[src/ebt_map.svh]
// Purpose: Offsets, field positions, reset values and timing counts of the timer.
// Assumes: Register port carries an 8-bit data word and a 3-bit address.
// Notes:   Definitions only.
`ifndef EBT_MAP_SVH
`define EBT_MAP_SVH

// Register addresses on the plain register port.
`define EBT_ADDR_CONTROL   3'h0
`define EBT_ADDR_COUNT     3'h1
`define EBT_ADDR_CMP_A     3'h2
`define EBT_ADDR_CMP_B     3'h3
`define EBT_ADDR_MASK      3'h4
`define EBT_ADDR_FLAGS     3'h5

// Control register fields.
`define EBT_CTRL_CTC_BIT   3
`define EBT_CTRL_CS_LSB    0
`define EBT_CTRL_CS_MSB    2

// Flag and mask bit positions.
`define EBT_BIT_WRAP       0
`define EBT_BIT_MATCH_A    1
`define EBT_BIT_MATCH_B    2

// Counter limits and reset values.
`define EBT_MAX            8'hFF
`define EBT_ZERO           8'h00
`define EBT_RESET_BYTE     8'h00
`define EBT_RESET_CS       3'h0

// Prescaler divide ratios, expressed as terminal counts of a 10-bit counter.
`define EBT_DIV8_MASK      10'h007
`define EBT_DIV64_MASK     10'h03F
`define EBT_DIV256_MASK    10'h0FF
`define EBT_DIV1024_MASK   10'h3FF

`endif

[src/ebt_pkg.sv]
// Purpose: Types shared by the eight-bit timer.
// Assumes: Constants live in ebt_map.svh.
// Notes:   Clock-source codes are the field encoding written to control.
package ebt_pkg;

    typedef enum logic [2:0] {
        EBT_CS_STOP   = 3'b000,
        EBT_CS_DIV1   = 3'b001,
        EBT_CS_DIV8   = 3'b010,
        EBT_CS_DIV64  = 3'b011,
        EBT_CS_DIV256 = 3'b100,
        EBT_CS_DIV1K  = 3'b101,
        EBT_CS_EXT_FA = 3'b110,
        EBT_CS_EXT_RI = 3'b111
    } ebt_cs_t;

    // Register port request from the processor.
    typedef struct packed {
        logic [2:0] addr;
        logic [7:0] wdata;
        logic       wr;
        logic       rd;
    } ebt_req_t;

    // Interrupt requests and acknowledges, one bit per source.
    typedef struct packed {
        logic match_b;
        logic match_a;
        logic wrap;
    } ebt_irq_t;

endpackage : ebt_pkg

[src/ebt_timer.sv]
// Purpose: Eight-bit up-counting timer with two compare units and three flags.
// Assumes: All inputs synchronous to clk; the count pin is already synchronised.
// Notes:   Notes on behaviour and tags below.
//
// Notes on behaviour
// - Count maximum is 0xFF in every mode.
// - Top is 0xFF or compare A by mode.
// - Count and compares are 8-bit read/write.
// - Each request has flag and mask bit.
// - Clock source zero stops the counter entirely.
// - Clock select makes one tick enable.
// - Count is accessible whether or not ticking.
// - Count write beats clear and increment.
// - Tick increments or clears; otherwise holds.
// - Equality sets match flag at next tick.
// - Match flags clear on service or write-one.
// - Set and unmasked match flag raises request.
// - Count write blocks matches on next tick.
// - Normal mode counts up, wraps 0xFF to 0x00.
// - Wrap flag set as count wraps, sticky.
// - Clear-on-match mode clears at compare A.
// - Compare A unbuffered; missed match runs to 0xFF.
// - Clear-on-match mode also flags wrap at maximum.
// - Clock-source codes: stop, 1, 8, 64, 256, 1024, pin.
// - Pin edges count even when pin is output.
// - Wrap flag clears on service or write-one.
//
// Implementation choices: the address map and the plain strobed port.
`timescale 1ns/1ps
`include "ebt_map.svh"

module ebt_timer (
    // Clock and reset.
    input  wire logic              clk,
    input  wire logic              rst,
    // Power gate; high holds the timer disabled.
    input  wire logic              power_gate,
    // Register port.
    input  wire ebt_pkg::ebt_req_t req,
    output logic [7:0]             rdata,
    // External count pin level, sampled directly.
    input  wire logic              external_count_pin,
    // Interrupt requests and acknowledges from the interrupt controller.
    output ebt_pkg::ebt_irq_t      irq,
    input  wire ebt_pkg::ebt_irq_t irq_ack
);
    import ebt_pkg::*;

    logic [7:0] count_value_q;
    logic [7:0] compare_a_value_q;
    logic [7:0] compare_b_value_q;
    logic       clear_on_match_select_q;
    ebt_cs_t    clock_source_field_q;
    logic [2:0] timer_mask_register_q;
    logic [2:0] timer_flag_register_q;
    logic [9:0] prescale_q;
    logic       pin_q;
    logic       block_q;
    logic [7:0] rdata_q;
    logic       timer_tick;
    logic       count_wr;
    logic       match_a;
    logic       match_b;
    logic       at_top;
    logic       wrap_ev;
    logic [2:0] flag_set;
    logic [2:0] flag_clr;

    // Prescaler terminal-count test, used for each divided source.
    function automatic logic div_hit(input logic [9:0] cnt, input logic [9:0] mask);
        div_hit = ((cnt & mask) == mask);
    endfunction : div_hit

    // Free-running prescaler; held at zero while the module is power-gated.
    always_ff @(posedge clk) begin
        if (rst || power_gate) begin
            prescale_q <= 10'h000;
        end else begin
            prescale_q <= prescale_q + 10'h001;
        end
    end

    // Previous pin level for edge detection; pin is read regardless of direction.
    always_ff @(posedge clk) begin
        if (rst) begin
            pin_q <= 1'b0;
        end else begin
            pin_q <= external_count_pin;
        end
    end

    // Clock select produces the single tick enable.
    always_comb begin
        timer_tick = 1'b0;
        case (clock_source_field_q)
            EBT_CS_STOP:   timer_tick = 1'b0;
            EBT_CS_DIV1:   timer_tick = 1'b1;
            EBT_CS_DIV8:   timer_tick = div_hit(prescale_q, `EBT_DIV8_MASK);
            EBT_CS_DIV64:  timer_tick = div_hit(prescale_q, `EBT_DIV64_MASK);
            EBT_CS_DIV256: timer_tick = div_hit(prescale_q, `EBT_DIV256_MASK);
            EBT_CS_DIV1K:  timer_tick = div_hit(prescale_q, `EBT_DIV1024_MASK);
            EBT_CS_EXT_FA: timer_tick = pin_q && !external_count_pin;
            EBT_CS_EXT_RI: timer_tick = !pin_q && external_count_pin;
            default:       timer_tick = 1'b0;
        endcase
        if (power_gate) begin
            timer_tick = 1'b0;
        end
    end

    // Compare and top detection; comparators run every cycle.
    assign count_wr = req.wr && (req.addr == `EBT_ADDR_COUNT) && !power_gate;
    assign match_a  = (count_value_q == compare_a_value_q);
    assign match_b  = (count_value_q == compare_b_value_q);
    // Top is compare A only in clear-on-match mode, else the fixed maximum.
    assign at_top   = clear_on_match_select_q ? match_a : (count_value_q == `EBT_MAX);
    // Wrap happens when the count leaves maximum on a tick in either mode.
    assign wrap_ev  = timer_tick && !count_wr && (count_value_q == `EBT_MAX);

    // Counter: a processor write wins; otherwise clear at top or increment on a tick.
    always_ff @(posedge clk) begin
        if (rst) begin
            count_value_q <= `EBT_RESET_BYTE;
        end else if (count_wr) begin
            count_value_q <= req.wdata;
        end else if (timer_tick) begin
            if (clear_on_match_select_q && match_a) begin
                count_value_q <= `EBT_ZERO;
            end else begin
                // Past compare A the count runs through 0xFF and wraps.
                count_value_q <= count_value_q + 8'h01;
            end
        end
    end

    // A count write blocks matches on the next tick, even while stopped.
    always_ff @(posedge clk) begin
        if (rst) begin
            block_q <= 1'b0;
        end else if (count_wr) begin
            block_q <= 1'b1;
        end else if (timer_tick) begin
            block_q <= 1'b0;
        end
    end

    // Configuration registers, written by the processor.
    always_ff @(posedge clk) begin
        if (rst) begin
            compare_a_value_q       <= `EBT_RESET_BYTE;
            compare_b_value_q       <= `EBT_RESET_BYTE;
            clear_on_match_select_q <= 1'b0;
            clock_source_field_q    <= EBT_CS_STOP;
            timer_mask_register_q   <= 3'h0;
        end else if (req.wr && !power_gate) begin
            if (req.addr == `EBT_ADDR_CONTROL) begin
                clear_on_match_select_q <= req.wdata[`EBT_CTRL_CTC_BIT];
                clock_source_field_q    <= ebt_cs_t'(req.wdata[`EBT_CTRL_CS_MSB:`EBT_CTRL_CS_LSB]);
            end else if (req.addr == `EBT_ADDR_CMP_A) begin
                compare_a_value_q <= req.wdata;
            end else if (req.addr == `EBT_ADDR_CMP_B) begin
                compare_b_value_q <= req.wdata;
            end else if (req.addr == `EBT_ADDR_MASK) begin
                timer_mask_register_q <= req.wdata[2:0];
            end
        end
    end

    // Flag events and clears; a set in the same cycle as a clear wins.
    always_comb begin
        flag_set                   = 3'h0;
        flag_set[`EBT_BIT_WRAP]    = wrap_ev;
        flag_set[`EBT_BIT_MATCH_A] = timer_tick && match_a && !block_q;
        flag_set[`EBT_BIT_MATCH_B] = timer_tick && match_b && !block_q;
        flag_clr = irq_ack;
        if (req.wr && (req.addr == `EBT_ADDR_FLAGS) && !power_gate) begin
            flag_clr = flag_clr | req.wdata[2:0];
        end
    end

    // Sticky flags.
    always_ff @(posedge clk) begin
        if (rst) begin
            timer_flag_register_q <= 3'h0;
        end else begin
            timer_flag_register_q <= flag_set | (timer_flag_register_q & ~flag_clr);
        end
    end

    // Requests are flag and mask together.
    assign irq = ebt_irq_t'(timer_flag_register_q & timer_mask_register_q);

    // Read data registered one cycle after the strobe; unmapped reads give zero.
    always_ff @(posedge clk) begin
        if (rst) begin
            rdata_q <= 8'h00;
        end else if (req.rd) begin
            if (req.addr == `EBT_ADDR_CONTROL) begin
                rdata_q <= {4'h0, clear_on_match_select_q, clock_source_field_q};
            end else if (req.addr == `EBT_ADDR_COUNT) begin
                rdata_q <= count_value_q;
            end else if (req.addr == `EBT_ADDR_CMP_A) begin
                rdata_q <= compare_a_value_q;
            end else if (req.addr == `EBT_ADDR_CMP_B) begin
                rdata_q <= compare_b_value_q;
            end else if (req.addr == `EBT_ADDR_MASK) begin
                rdata_q <= {5'h00, timer_mask_register_q};
            end else if (req.addr == `EBT_ADDR_FLAGS) begin
                rdata_q <= {5'h00, timer_flag_register_q};
            end else begin
                rdata_q <= 8'h00;
            end
        end else begin
            rdata_q <= 8'h00;
        end
    end
    assign rdata = rdata_q;
endmodule : ebt_timer

[config.mk]
export PLATFORM = sky130hd
export DESIGN_NAME = ebt_timer
export DESIGN_NICKNAME = d
export VERILOG_FILES = /design/src/ebt_pkg.sv /design/src/ebt_timer.sv
export VERILOG_INCLUDE_DIRS = /design/src /design/src/src
export SDC_FILE = /design/constraint.sdc
export NUM_CORES = 1
export LEC_CHECK = 0
export BUFFER_PORTS_ARGS = -buffer_cell sky130_fd_sc_hd__buf_2
export CELL_PAD_IN_SITES_DETAIL_PLACEMENT = 1
export CELL_PAD_IN_SITES_GLOBAL_PLACEMENT = 1
export CORE_ASPECT_RATIO = 1.75
export CORE_MARGIN = 3
export CORE_UTILIZATION = 44
export DETAILED_ROUTE_END_ITERATION = 8
export PLACE_DENSITY_LB_ADDON = 0.1
export SETUP_SLACK_MARGIN = 0.3
export SKIP_LAST_GASP = 1
export SLEW_MARGIN = 20
export SYNTH_ARGS = -nofsm -noshare
export SYNTH_HDL_FRONTEND = slang
export SYNTH_SLANG_ARGS = --single-unit
[constraint.sdc]
create_clock -name clk -period 2.2 [get_ports clk]
set_clock_uncertainty 0.15 [all_clocks]
set_input_delay 0.22 -clock clk [delete_from_list [all_inputs] [get_ports clk]]
set_output_delay 0.22 -clock clk [all_outputs]
set_load 0.03 [all_outputs]
==> impl_results.md, run 1 <==
* Tmin final at 2.07 ns
* Worst VDD drop at slightly above 0.0005 V
* Via Count at 2433
* Vias in the first global route at 2526
* DIE HEIGHT at 110 um
* Total grt overflow at 0
* Footprint of the multi-input gates at 1640 um^2
* Post-synthesis async set-or-reset flop share at 0%
* DR vias/cell at 5.58
* RR Endpoint: count_value_q[5]$_SDFFE_PP0P_
* Core ar. at 5930 um^2
* Drt pass-1 iters at 4
* Final Slew Violations at 0
* Yosys cell types at 43
* Routed WL at ~8600 um
* Ys Warns at 0
* Initial Utilization at a little under half
* Root Driver: clkbuf_8
* Initial antenna violation count at 0
* Max-Cap Viols at 0
* Post-DRT Antenna Nets at 0
* DRC errors left at 0
* FF/Latch Area at 1090 um^2
* Tcrit/Tclk final at 94.0%
* Buf/Inv on CP at 2
* Post-Syn Instances at 314
* DP HPWL at 6150 um
* Yosys top cell area share at 39.8%
* Hold Path Origin: irq_ack[0]
* Critical Path Start Type: register
* Largest net degree at the start of global routing at 37
* FF-to-FF path depth at 10
* Status: complete, no violations
* Worst-path cell with the longest stage delay: dfxtp_2
* Count leader, synth: dfxtp_1
* Worst-case clock buffer depth at 2
* Synth top area cells: dfxtp_1 40%, mux2i_1 9.2%, nor2_1 7.3%
* WHS Endpoint: timer_flag_register_q[0]$_SDFF_PP0_
* Post-synth EDFFs at 0
* Worst Tran Pin Value at 0.447 ns
* Unrepaired setup endpoints after global routing: true
* DP Area at around 3000 um^2
* Pre-CTS setup slack at 0.0161 ns
* Ys flop type: dfxtp_1
* Die area at between 7000 and 8000 um^2
* Gpl congestion at 0.828
* Commonest cells post-synth: 54 x dfxtp_1, 53 x nor2_1, 25 x mux2i_1, 18 x nand3_1, 16 x nand2_1
* Worst-path clk slew at around 0.1 ns
* Reg2reg setup slack at 0.13 ns
* Crit. End Element: register
* First-pass GRT wire length at ~13000 um
* Cells along the critical path: ha_4 -> ha_4 -> a21oi_2 -> a31oi_1 -> o211ai_1 -> buf_4 -> nand2b_4 -> buf_12 -> nand3_2 -> a31oi_4
* Slew HR at 70.2%
* Violation count after the first detailed-route iteration at 90
* Synthesized Nets at 337
* H-tree Lvls at 2
* Site Rows at 37
* Hold depth at 3
* Critical R2R Launch: prescale_q[0]$_SDFF_PP0_
* Final Setup Violations at 0
* Hold Fails Final Rpt at 0
* WS Path Type: register to register
* P_leak at 1.39 nW
* Setup WS post-layout at 0.132 ns
* Syn-to-layout area delta at 22.4%
* Final #Nets at 380
* CTS tree: yes
* CTS sink cnt at 54
* Arrival @ worst endpoint at 2.17 ns
* Layout cells sized above 1 at between 20% and 30%
* Critical Path RT at 2.30 ns
* CTS buffer count at 5
* Die span in x at approximately 65 um
* IO buf count at 30
* Tot GR Track Use at 25.4%
* Synth area leader: dfxtp_1
* Post-synthesis register bit count at 54
* Max Fclk at approximately 0.48 GHz
* Mapped Area at 2720 um^2
* FILL cells at between 700 and 800
* IO Pins at 31
* Crit path top cell by count: ha_4
* Worst-Skew Late Latency at 0.32 ns
* Max FO, Critical Path at 5
* DR WL/cell at 19.6 um
* Top delay family on crit path: compound AO/OA/AOI/OAI gates
* Type of the worst min-delay path: input pin to register
* Ant. Diodes at 0
* Critical Path Max Stage Delay at 0.35 ns
* Seq/Total Area, Yosys at 39.8%
* Post-route cell area at around 3300 um^2
* Pwr per Cell Area at 532 nW/um^2
* Synth Area per Inst at 8.65 um^2
-- per-stage QoR --
step	power (mW)	hold WS, ns	std cells	utilization, %	TNS [ns]
after floorplan	1.11	0.198	314	-	0
after global placement	1.18	0.283	413	50.4	0
after detailed placement	1.18	0.298	413	50.4	0
after CTS	1.78	0.0121	432	54.7	0
after global routing	1.85	0.0318	436	56.1	-0.0236
final	1.77	0.0209	436	56.1	0
-- what timing repair did --
| action | CTS | global route |
|---|---|---|
| gates resized for setup | 11 | 13 |
| hold endpoints to repair | 1 | 0 |
| gates cloned | 1 | 0 |
| pin swaps | 17 | 10 |
| hold buffers | 1 | 0 |
| buffers inserted | 9 | 4 |
| endpoints found under the setup margin | 11 | 12 |
-- power by group --
part | internal, mW | switching, mW
clock | 0.254 | 0.336
sequential | 0.989 | 0.0130
combinational | 0.0706 | 0.106
total | 1.31 | 0.455
-- logic make-up (layout without fill, tap and decap cells) --
| kind of cell | count (synthesis) | in the layout | synth area share [%] |
|---|---|---|---|
| AND/OR/NAND/NOR | 134 | 135 | 25.0 |
| flip-flops | 54 | 54 | 39.8 |
| AO/OA/AOI/OAI | 41 | 41 | 10.2 |
| multiplexers | 28 | 28 | 10.9 |
| buffers and inverters | 28 | 71 | 4.33 |
| XOR/XNOR | 26 | 26 | 8.39 |
| adder cells (fa/ha/maj) | 3 | 3 | 1.38 |
-- sequential cells by signal, indices dropped and copies added (netlist names), 3 cells and up --
signal                 count
compare_a_value_q          8
compare_b_value_q          8
rdata                      8
timer_mask_register_q      3
clock_source_field_q       3
prescale_q                10
count_value_q              8
timer_flag_register_q      3
-- worst reg2reg max path: cells and delay by family, from the launching register on --
| kind | cells | cell delay [ns] |
|---|---|---|
| buffers and inverters | 2 | 0.28 |
| AOI/OAI and AO/OA | 4 | 0.67 |
| and+or+nand+nor | 2 | 0.22 |
| adders and majority gates | 2 | 0.32 |
| DFF | 1 | 0.35 |
-- area by class of cell --
| cell class | count | area share, % |
|---|---|---|
| inverters | 5 | 0.565 |
| flip-flops and latches | 54 | 32.7 |
| multi-input cells | 233 | 49.3 |
| repair buffers | 58 | 11.6 |
| clock buffers | 6 | 2.49 |
| clock inverters | 2 | 0.377 |
| well taps | 78 | 2.94 |
-- metal layers --
metal	vias to the layer above	wire, um	global-route usage (%)	part of all wire (%)
li1	1179	-	-	-
met1	1172	3130	25.6	37
met2	55	4730	48.3	55
met3	27	209	3.17	2.4
met4	0	495	15.3	5.8
met5	-	0	0	0
-- how the worst max path moves through the flow --
stage | start | to | cells after the start
2_1_floorplan | prescale_q[1]$_SDFF_PP0_ | timer_flag_register_q[1]$_SDFF_PP0_ | 9
3_3_place_gp | prescale_q[0]$_SDFF_PP0_ | count_value_q[7]$_SDFFE_PP0P_ | 8
3_5_place_dp | prescale_q[1]$_SDFF_PP0_ | count_value_q[3]$_SDFFE_PP0P_ | 8
4_1_cts | prescale_q[0]$_SDFF_PP0_ | count_value_q[3]$_SDFFE_PP0P_ | 8
5_1_grt | prescale_q[1]$_SDFF_PP0_ | count_value_q[3]$_SDFFE_PP0P_ | 10
6_report | prescale_q[0]$_SDFF_PP0_ | count_value_q[5]$_SDFFE_PP0P_ | 10
-- cells in the final DEF, fill, tap and decap left out, drive strengths merged, types with 2 or more instances in the layout --
cell,instances
a31oi,9
a22oi,8
o22a,2
or4,4
nand2b,5
inv,5
ha,3
nor3,2
nand3b,5
nor4,3
clkbuf,6
dfxtp,54
o21ai,8
nand3,19
nand4,2
xnor2,14
mux2i,25
a221oi,2
and2,8
xor2,12
nand2,16
buf,57
nor2b,6
nor2,53
a21oi,7
and3,5
mux2,2
or3,3
Note: power is estimated with default switching activity, not from simulation.
==> inputs of run 2 (changes only) <==
--- a/config.mk
+++ b/config.mk
@@ -6,12 +6,13 @@
 export SDC_FILE = /design/constraint.sdc
 export NUM_CORES = 1
 export LEC_CHECK = 0
+export ABC_AREA = 1
 export BUFFER_PORTS_ARGS = -buffer_cell sky130_fd_sc_hd__buf_2
 export CELL_PAD_IN_SITES_DETAIL_PLACEMENT = 1
 export CELL_PAD_IN_SITES_GLOBAL_PLACEMENT = 1
 export CORE_ASPECT_RATIO = 1.75
 export CORE_MARGIN = 3
-export CORE_UTILIZATION = 44
+export CORE_UTILIZATION = 42
 export DETAILED_ROUTE_END_ITERATION = 8
 export PLACE_DENSITY_LB_ADDON = 0.1
 export SETUP_SLACK_MARGIN = 0.3
==> constraint.sdc (replaced) <==
create_clock -name clk -period 2.2 [get_ports clk]
set_clock_uncertainty 0.15 [all_clocks]
set_input_delay 0.22 -clock clk [delete_from_list [all_inputs] [get_ports clk]]
set_output_delay 0.22 -clock clk [all_outputs]
set_load 0.02 [all_outputs]
==> run 2 against run 1 <==
- wire length increased by 7.4%
- maximum frequency increased by 14%
- total power increased by 2.3%
- sequential share of layout area increased by 1.1 points
- die area increased by 7.5%
- via count increased by 16%
- largest cell class unchanged
==> impl_results.md, run 2 <==
* Status: complete, no violations
* Total grt overflow at 0 (unchanged)
* Final Non-Filler Cells at 529 (+21%)
* DR vias/cell at 5.33 (-4.5%)
* Via Count at 2819 (+16%)
* Worst VDD drop at 0.000474 V (-7.7%)
* Comb power frac at 9.8% (-0.2 points)
* Final Setup Violations at 0 (unchanged)
* Critical Path Max Stage Delay at 0.53 ns (+0.18 ns)
* Cell-internal power at 1.31 mW (-0.11%)
* DP Cell Count at 517 (+25%)
* Synthesized Nets at 431 (+28%)
* Crit. End Element: register
* Clk network pwr share at 34.3% (+0.9 points)
* DP HPWL at 7150 um (+16%)
* Post-synthesis async set-or-reset flop share at 0% (unchanged)
* Vias in the first global route at 2982 (+18%)
* Layout cells sized above 1 at 17.8% (-8.2 points)
* Commonest non-fill, non-tap cell in the layout: nand2_1
* Tot GR Track Use at 25.9% (+0.47 points)
* Pwr per Cell Area at 561 nW/um^2 (+5.4%)
* Buf/Inv on CP at 4 (+2)
* Commonest cells after routing, fill and taps aside: 84 x nand2_1, 58 x nor2_1, 49 x inv_1, 49 x dfxtp_1, 38 x a21oi_1
* Synth Area per Inst at 6.86 um^2 (-21%)
* Worst Tran Pin Value at 0.428 ns (-0.0189 ns)
* CTS buffer count at 5 (unchanged)
* Root Driver: clkbuf_8
* H-tree Lvls at 2 (unchanged)
* Synth area leader: dfxtp_1
* Slew HR at 71.4% (+1.2 points)
* Net Sw Power at 0.497 mW (+9.2%)
* Seq pwr share at 55.9% (-0.8 points)
* Commonest cells post-synth: 84 x nand2_1, 59 x nor2_1, 54 x dfxtp_1, 50 x inv_1, 38 x a21oi_1
* Arrival @ worst endpoint at 1.89 ns (-0.28 ns)
* Initial Utilization at 44.3% (-1.5 points)
* Post-Syn Instances at 408 (+30%)
* Tcrit/Tclk final at 82.7% (-11 points)
* Unrepaired setup endpoints after global routing: false
* Core ar. at 6320 um^2 (+6.7%)
* Mapped Area at 2800 um^2 (+3.1%)
* Top delay family on crit path: buffers and inverters
* Max reg flops at 10 (unchanged)
* Reg with most FFs: prescale_q
* Ys flop type: dfxtp_1
* Routed WL at 9200 um (+7.4%)
* Critical Path Start Type: input pin
* Die area at 7720 um^2 (+7.5%)
* Max Fclk at 0.550 GHz (+14%)
* Worst-path cell with the longest stage delay: dlygate4sd3_1
* Initial antenna violation count at 0 (unchanged)
* Crit path top cell by count: nand2_1
* Yosys top cell area share at 38.6% (-1.2 points)
* Critical Path RT at 2.27 ns (-0.03 ns)
* DR WL/cell at 17.4 um (-11%)
* Ant. Diodes at 0 (unchanged)
* Tmin final at 1.82 ns (-0.249 ns)
* Violation count after the first detailed-route iteration at 111 (+23%)
* IO Pins at 31 (unchanged)
* CTS sink cnt at 54 (unchanged)
* Final Slew Violations at 0 (unchanged)
* Site Rows at 38 (+2.7%)
* FILL cells at 861 (+18%)
* Footprint of the multi-input gates at 1470 um^2 (-10%)
* Worst Hold Slack at 0.0203 ns (-0.000684 ns)
* Cells along the critical path: dlygate4sd3_1 -> buf_2 -> inv_1 -> nand2_1 -> nand2_1 -> a21oi_1 -> nor2_2 -> nand2_4 -> buf_4 -> nand3_1 -> nand2_1 -> nor2_1 -> nor2_1
* Count leader, synth: nand2_1
* Largest net degree at the start of global routing at 18 (-51%)
* FF/Latch Area at 1090 um^2 (+0.35%)
* Worst-Skew Late Latency at 0.32 ns (about the same)
* P_leak at 1.35 nW (-2.9%)
* Worst-case clock buffer depth at 2 (unchanged)
* Post-synth EDFFs at 0 (unchanged)
* WS Path Type: input pin to register
* Post-synthesis register bit count at 54 (unchanged)
* Drt pass-1 iters at 4 (unchanged)
* Type of the worst min-delay path: input pin to register
* Yosys cell types at 36 (-16%)
* Worst-path clk slew at 0.11 ns (about the same)
* Seq/Total Area, Yosys at 38.6% (-1.2 points)
* Die span in x at 67.7 um (+3.6%)
* Synth top area cells: dfxtp_1 39%, nand2_1 11%, nor2_1 7.9%
* Ys Warns at 0 (unchanged)
* Final TNS setup at 0 ns (unchanged)
* First-pass GRT wire length at 14600 um (+9.3%)
* Max-Cap Viols at 0 (unchanged)
* DRC errors left at 0 (unchanged)
* IO buf count at 30 (unchanged)
* Final #Nets at 471 (+24%)
* Gpl congestion at 0.882 (+6.5%)
* Hold Fails Final Rpt at 0 (unchanged)
* Post-DRT Antenna Nets at 0 (unchanged)
* Syn-to-layout area delta at 15.1%
* Sw frac at 27.5% (+1.7 points)
* Max FO, Critical Path at 4 (-1)
* DIE HEIGHT at 114 um (+3.7%)
* CTS tree: yes
==> run 2: cell types whose count changed after synthesis, moves of 9 or more <==
| cell | delta |
|---|---|
| inv_1 | +45 |
| clkbuf_1 | -9 |
| xor2_1 | -10 |
| a21oi_1 | +31 |
| mux2i_1 | -25 |
| o21ai_0 | +25 |
| nand2_1 | +68 |
==> run 2: per-stage QoR <==
step / setup slack, ns / utilization, % / total power, mW / cell area [um^2]
after floorplan: 0.468 / - / 1.13 / 2800
after global placement: 0.343 / 48.3 / 1.20 / 3050
after detailed placement: 0.273 / 48.3 / 1.20 / 3050
after CTS: 0.298 / 50.5 / 1.82 / 3200
after global routing: 0.288 / 51.0 / 1.88 / 3220
final: 0.382 / 51.0 / 1.81 / 3220
==> run 2: cell families (layout without fill, tap and decap cells) <==
| family | after synthesis | after routing | synth area share, % |
|---|---|---|---|
| AND/OR/NAND/NOR | 188 | 188 | 30.6 |
| AO/OA/AOI/OAI | 87 | 87 | 16.8 |
| XOR/XNOR | 10 | 10 | 3.13 |
| flip-flops | 54 | 54 | 38.6 |
| buffers and inverters | 66 | 107 | 9.56 |
| adder cells (fa/ha/maj) | 3 | 3 | 1.34 |
==> run 2: metal layers <==
layer | track usage [%] | wire (um) | up-vias
met3 | 3.74 | 223 | 27
met4 | 16.4 | 568 | 0
met2 | 49.7 | 5190 | 59
met1 | 23.7 | 3220 | 1342
li1 | - | - | 1391
met5 | 0 | 0 | -
==> run 2: worst register-to-register path, delay by kind of cell (launching register included) <==
kind                     cells  cell delay, ns
AND/OR/NAND/NOR              8            0.75
adder cells (fa/ha/maj)      1            0.14
flip-flops                   1            0.38
AO/OA/AOI/OAI                1            0.14
buffers and inverters        1            0.15
==> run 2: what timing repair did <==
action | CTS | global route
hold buffers | 1 | 0
gates resized for setup | 0 | 11
hold endpoints to repair | 1 | 0
setup buffers | 3 | 0
pin swaps | 1 | 2
setup endpoints to repair | 5 | 12
gates cloned | 0 | 0
==> run 2: final cells by class <==
cell class                      instances  area share [%]
Multi-Input combinational cell        288            45.6
Sequential cell                        54            33.8
Timing Repair Buffer                   40            7.45
Inverter                               59            6.95
Tap cell                               80            3.11
Clock buffer                            6            2.56
Clock inverter                          2           0.505
==> run 2: power by group through the flow <==
stage / clock network (mW) / registers, mW / logic (mW)
final: 0.620 / 1.01 / 0.178
after CTS: 0.630 / 1.01 / 0.176
after global routing: 0.672 / 1.01 / 0.197
after detailed placement: 0 / 1.03 / 0.170
after global placement: 0 / 1.03 / 0.166
after floorplan: 0 / 1.03 / 0.0988
==> run 2: final timing paths <==
check	start	cells after the start	to	slack, ns
worst min-delay path	req[8]	3	compare_b_value_q[6]$_SDFFE_PP0P_	0.02
worst max-delay path	external_count_pin	13	count_value_q[3]$_SDFFE_PP0P_	0.38
worst min register to register	prescale_q[0]$_SDFF_PP0_	1	prescale_q[0]$_SDFF_PP0_	0.31
worst max register to register	prescale_q[0]$_SDFF_PP0_	11	count_value_q[3]$_SDFFE_PP0P_	0.38
==> inputs of run 3 (changes only) <==
==> constraint.sdc (replaced) <==
create_clock -name clk -period 1.9 [get_ports clk]
set_clock_uncertainty 0.15 [all_clocks]
set_input_delay 0.19 -clock clk [delete_from_list [all_inputs] [get_ports clk]]
set_output_delay 0.19 -clock clk [all_outputs]
set_load 0.02 [all_outputs]
==> run 3 against run 2 <==
- hold slack better by 0.0021 ns
- global-route usage rose by 1.3 points
- critical path type is now register to register
- critical path depth fell by 1
- highest routed layer unchanged
- worst setup slack got worse by 0.26 ns
- sequential power is 16% higher
- register-to-register slack worse by 0.26 ns
- largest cell class unchanged
- total power increased by 24%
- flip-flop and latch count did not move
- clock power rose by 37%
==> impl_results.md, run 3 (synthesis gave the netlist of run 2 again) <==
* P_leak at 1.46 nW (+8.3%)
* Max-Cap Viols at 0 (unchanged)
* Tot GR Track Use at 27.2% (+1.3 points)
* Violation count after the first detailed-route iteration at 131 (+18%)
* Clk network pwr share at 37.7% (+3.4 points)
* WS Path Type: register to register
* Final Slew Violations at 0 (unchanged)
* WHS Endpoint: compare_a_value_q[3]$_SDFFE_PP0P_
* Net Sw Power at 0.586 mW (+18%)
* Commonest non-fill, non-tap cell in the layout: nand2_1
* Hold Fails Final Rpt at 0 (unchanged)
* First-pass GRT wire length at 15100 um (+2.9%)
* Cell-internal power at 1.66 mW (+27%)
* Core ar. at 6320 um^2 (unchanged)
* Worst Tran Pin Value at 0.407 ns (-0.0216 ns)
* Unrepaired setup endpoints after global routing: true
* Worst-Skew Late Latency at 0.33 ns (about the same)
* Vias in the first global route at 3056 (+2.5%)
* Worst VDD drop at 0.000485 V (+2.4%)
* Die area at 7720 um^2 (unchanged)
* Critical Path Start Type: register
* Critical Path RT at 2.02 ns (-0.25 ns)
* Max reg flops at 10 (unchanged)
* Ant. Diodes at 0 (unchanged)
* Max Fclk at 0.563 GHz
* DR vias/cell at 5.31 (-0.44%)
* Drt pass-1 iters at 4 (unchanged)
* Routed WL at 9770 um (+6.3%)
* Critical R2R Launch: prescale_q[0]$_SDFF_PP0_
* Type of the worst min-delay path: input pin to register
* Arrival @ worst endpoint at 1.90 ns (about the same)
* Seq pwr share at 51.8% (-4.1 points)
* Commonest cells after routing, fill and taps aside: 77 x nand2_1, 52 x nor2_1, 50 x inv_1
* Initial antenna violation count at 0 (unchanged)
* DR WL/cell at 17.8 um (+2.2%)
* Reg with most FFs: prescale_q
* Hold Path Origin: req[5]
* Worst-case clock buffer depth at 2 (unchanged)
* Crit. End Element: register
* Pwr per Cell Area at 642 nW/um^2 (+14%)
* Initial Utilization at 44.3% (unchanged)
* IO Pins at 31 (unchanged)
* Largest net degree at the start of global routing at 26 (+8)
* CTS buffer count at 5 (unchanged)
* Worst-path clk slew at 0.11 ns (about the same)
* H-tree Lvls at 2 (unchanged)
* Comb power frac at 10.4% (+0.6 points)
* IO buf count at 30 (unchanged)
* Status: complete, no violations
* Final Setup Violations at 0 (unchanged)
* Gpl congestion at 0.844 (-4.4%)
* Total grt overflow at 0 (unchanged)
* CTS sink cnt at 54 (unchanged)
* DRC errors left at 0 (unchanged)
* Final #Nets at 492 (+4.5%)
* Post-DRT Antenna Nets at 0 (unchanged)
* Slew HR at 72.8% (+1.4 points)
* RR Endpoint: count_value_q[3]$_SDFFE_PP0P_
* Reg2reg setup slack at 0.12 ns (-0.26 ns)
* Via Count at 2918 (+3.5%)
* Core Util, Final at 55.5% (+4.5 points)
* Tcrit/Tclk final at between 90% and 100%
* Tmin final at 1.78 ns
* Root Driver: clkbuf_8
* Final TNS setup at 0 ns (unchanged)
* Die span in x at 67.7 um (unchanged)
* Hold depth at 3 (unchanged)
* Crit path launch: prescale_q[0]$_SDFF_PP0_
* DP HPWL at 7450 um (+4.3%)
* Site Rows at 38 (unchanged)
* Sw frac at 26.0% (-1.4 points)
* Max FO, Critical Path at 6 (+2)
* DIE HEIGHT at 114 um (unchanged)
* FF-to-FF path depth at 12 (+1)
* CTS tree: yes
* Layout cells sized above 1 at 24.9% (+7.1 points)
* Syn-to-layout area delta at 25.2%
-- run 3: cell count changes in the layout (fill, tap and decap cells not counted), moves of 3 or more --
cell,before,now
buf_4,8,25
dfxtp_4,1,4
dlygate4sd3_1,1,4
nand2_1,84,77
nand2_2,0,6
nor2_1,58,52
nor2_2,2,7
-- run 3: how the worst max path moves through the flow --
stage	endpoint	slack, ns	cells past startpoint
final	count_value_q[3]$_SDFFE_PP0P_	0.12	12
after global routing	count_value_q[3]$_SDFFE_PP0P_	0.03	9
after CTS	count_value_q[6]$_SDFFE_PP0P_	0.11	11
after detailed placement	count_value_q[5]$_SDFFE_PP0P_	0.06	11
after global placement	count_value_q[6]$_SDFFE_PP0P_	0.1	11
after floorplan	count_value_q[4]$_SDFFE_PP0P_	0.29	12
-- run 3: final cells by class --
cell class | instances | area, um^2
fill | 854 | 2820
multi-input combinational | 289 | 1570
sequential | 54 | 1100
timing repair buffer | 60 | 389
inverter | 59 | 229
tap | 80 | 100
clock buffer | 6 | 82.6
clock inverter | 2 | 38.8
-- run 3: power by group through the flow --
stage / logic (mW) / clock network [mW] / registers, mW
2_1_floorplan: 0.116 / 0 / 1.19
3_3_place_gp: 0.206 / 0 / 1.20
3_5_place_dp: 0.212 / 0 / 1.20
4_1_cts: 0.230 / 0.867 / 1.17
5_1_grt: 0.256 / 0.906 / 1.17
6_report: 0.234 / 0.849 / 1.17
-- run 3: stage by stage --
stage               area, um^2  power [mW]  std cells  hold WS (ns)  setup slack (ns)
global route              3510        2.33        550        0.0264            0.0286
CTS                       3430        2.27        546        0.0141             0.107
global placement          3180        1.40        529         0.275            0.0951
finish                    3510        2.25        550        0.0223             0.125
floorplan                 2830        1.31        408         0.109             0.295
detailed placement        3180        1.41        529         0.286            0.0632
-- run 3: worst max-delay path, stage by stage, from the launching register on --
cell     delay [ns]
dfxtp_4        0.37
ha_4           0.17
ha_4           0.14
nand2_2        0.05
nand2_2        0.06
a21oi_2        0.06
nor2_4         0.23
nand2_8        0.12
inv_6          0.07
nand2_4        0.08
nor2_2         0.10
nor2_1         0.05
nor2_1         0.07
-- run 3: metal layers --
layer	global-route usage [%]	share of wire, %	up-vias
met5	0	0	-
met2	50.7	55	78
met1	25.8	35	1375
met3	3.55	3.1	40
li1	-	-	1425
met4	18.6	6.4	0
-- run 3: what timing repair did --
| item | 4_1_cts | 5_1_grt |
|---|---|---|
| pin swaps | 9 | 7 |
| buffers inserted | 4 | 4 |
| setup endpoints to repair | 13 | 13 |
| endpoints found under the hold margin | 4 | 0 |
| hold buffers | 4 | 0 |
| cloned | 1 | 0 |
| resized for setup | 19 | 15 |
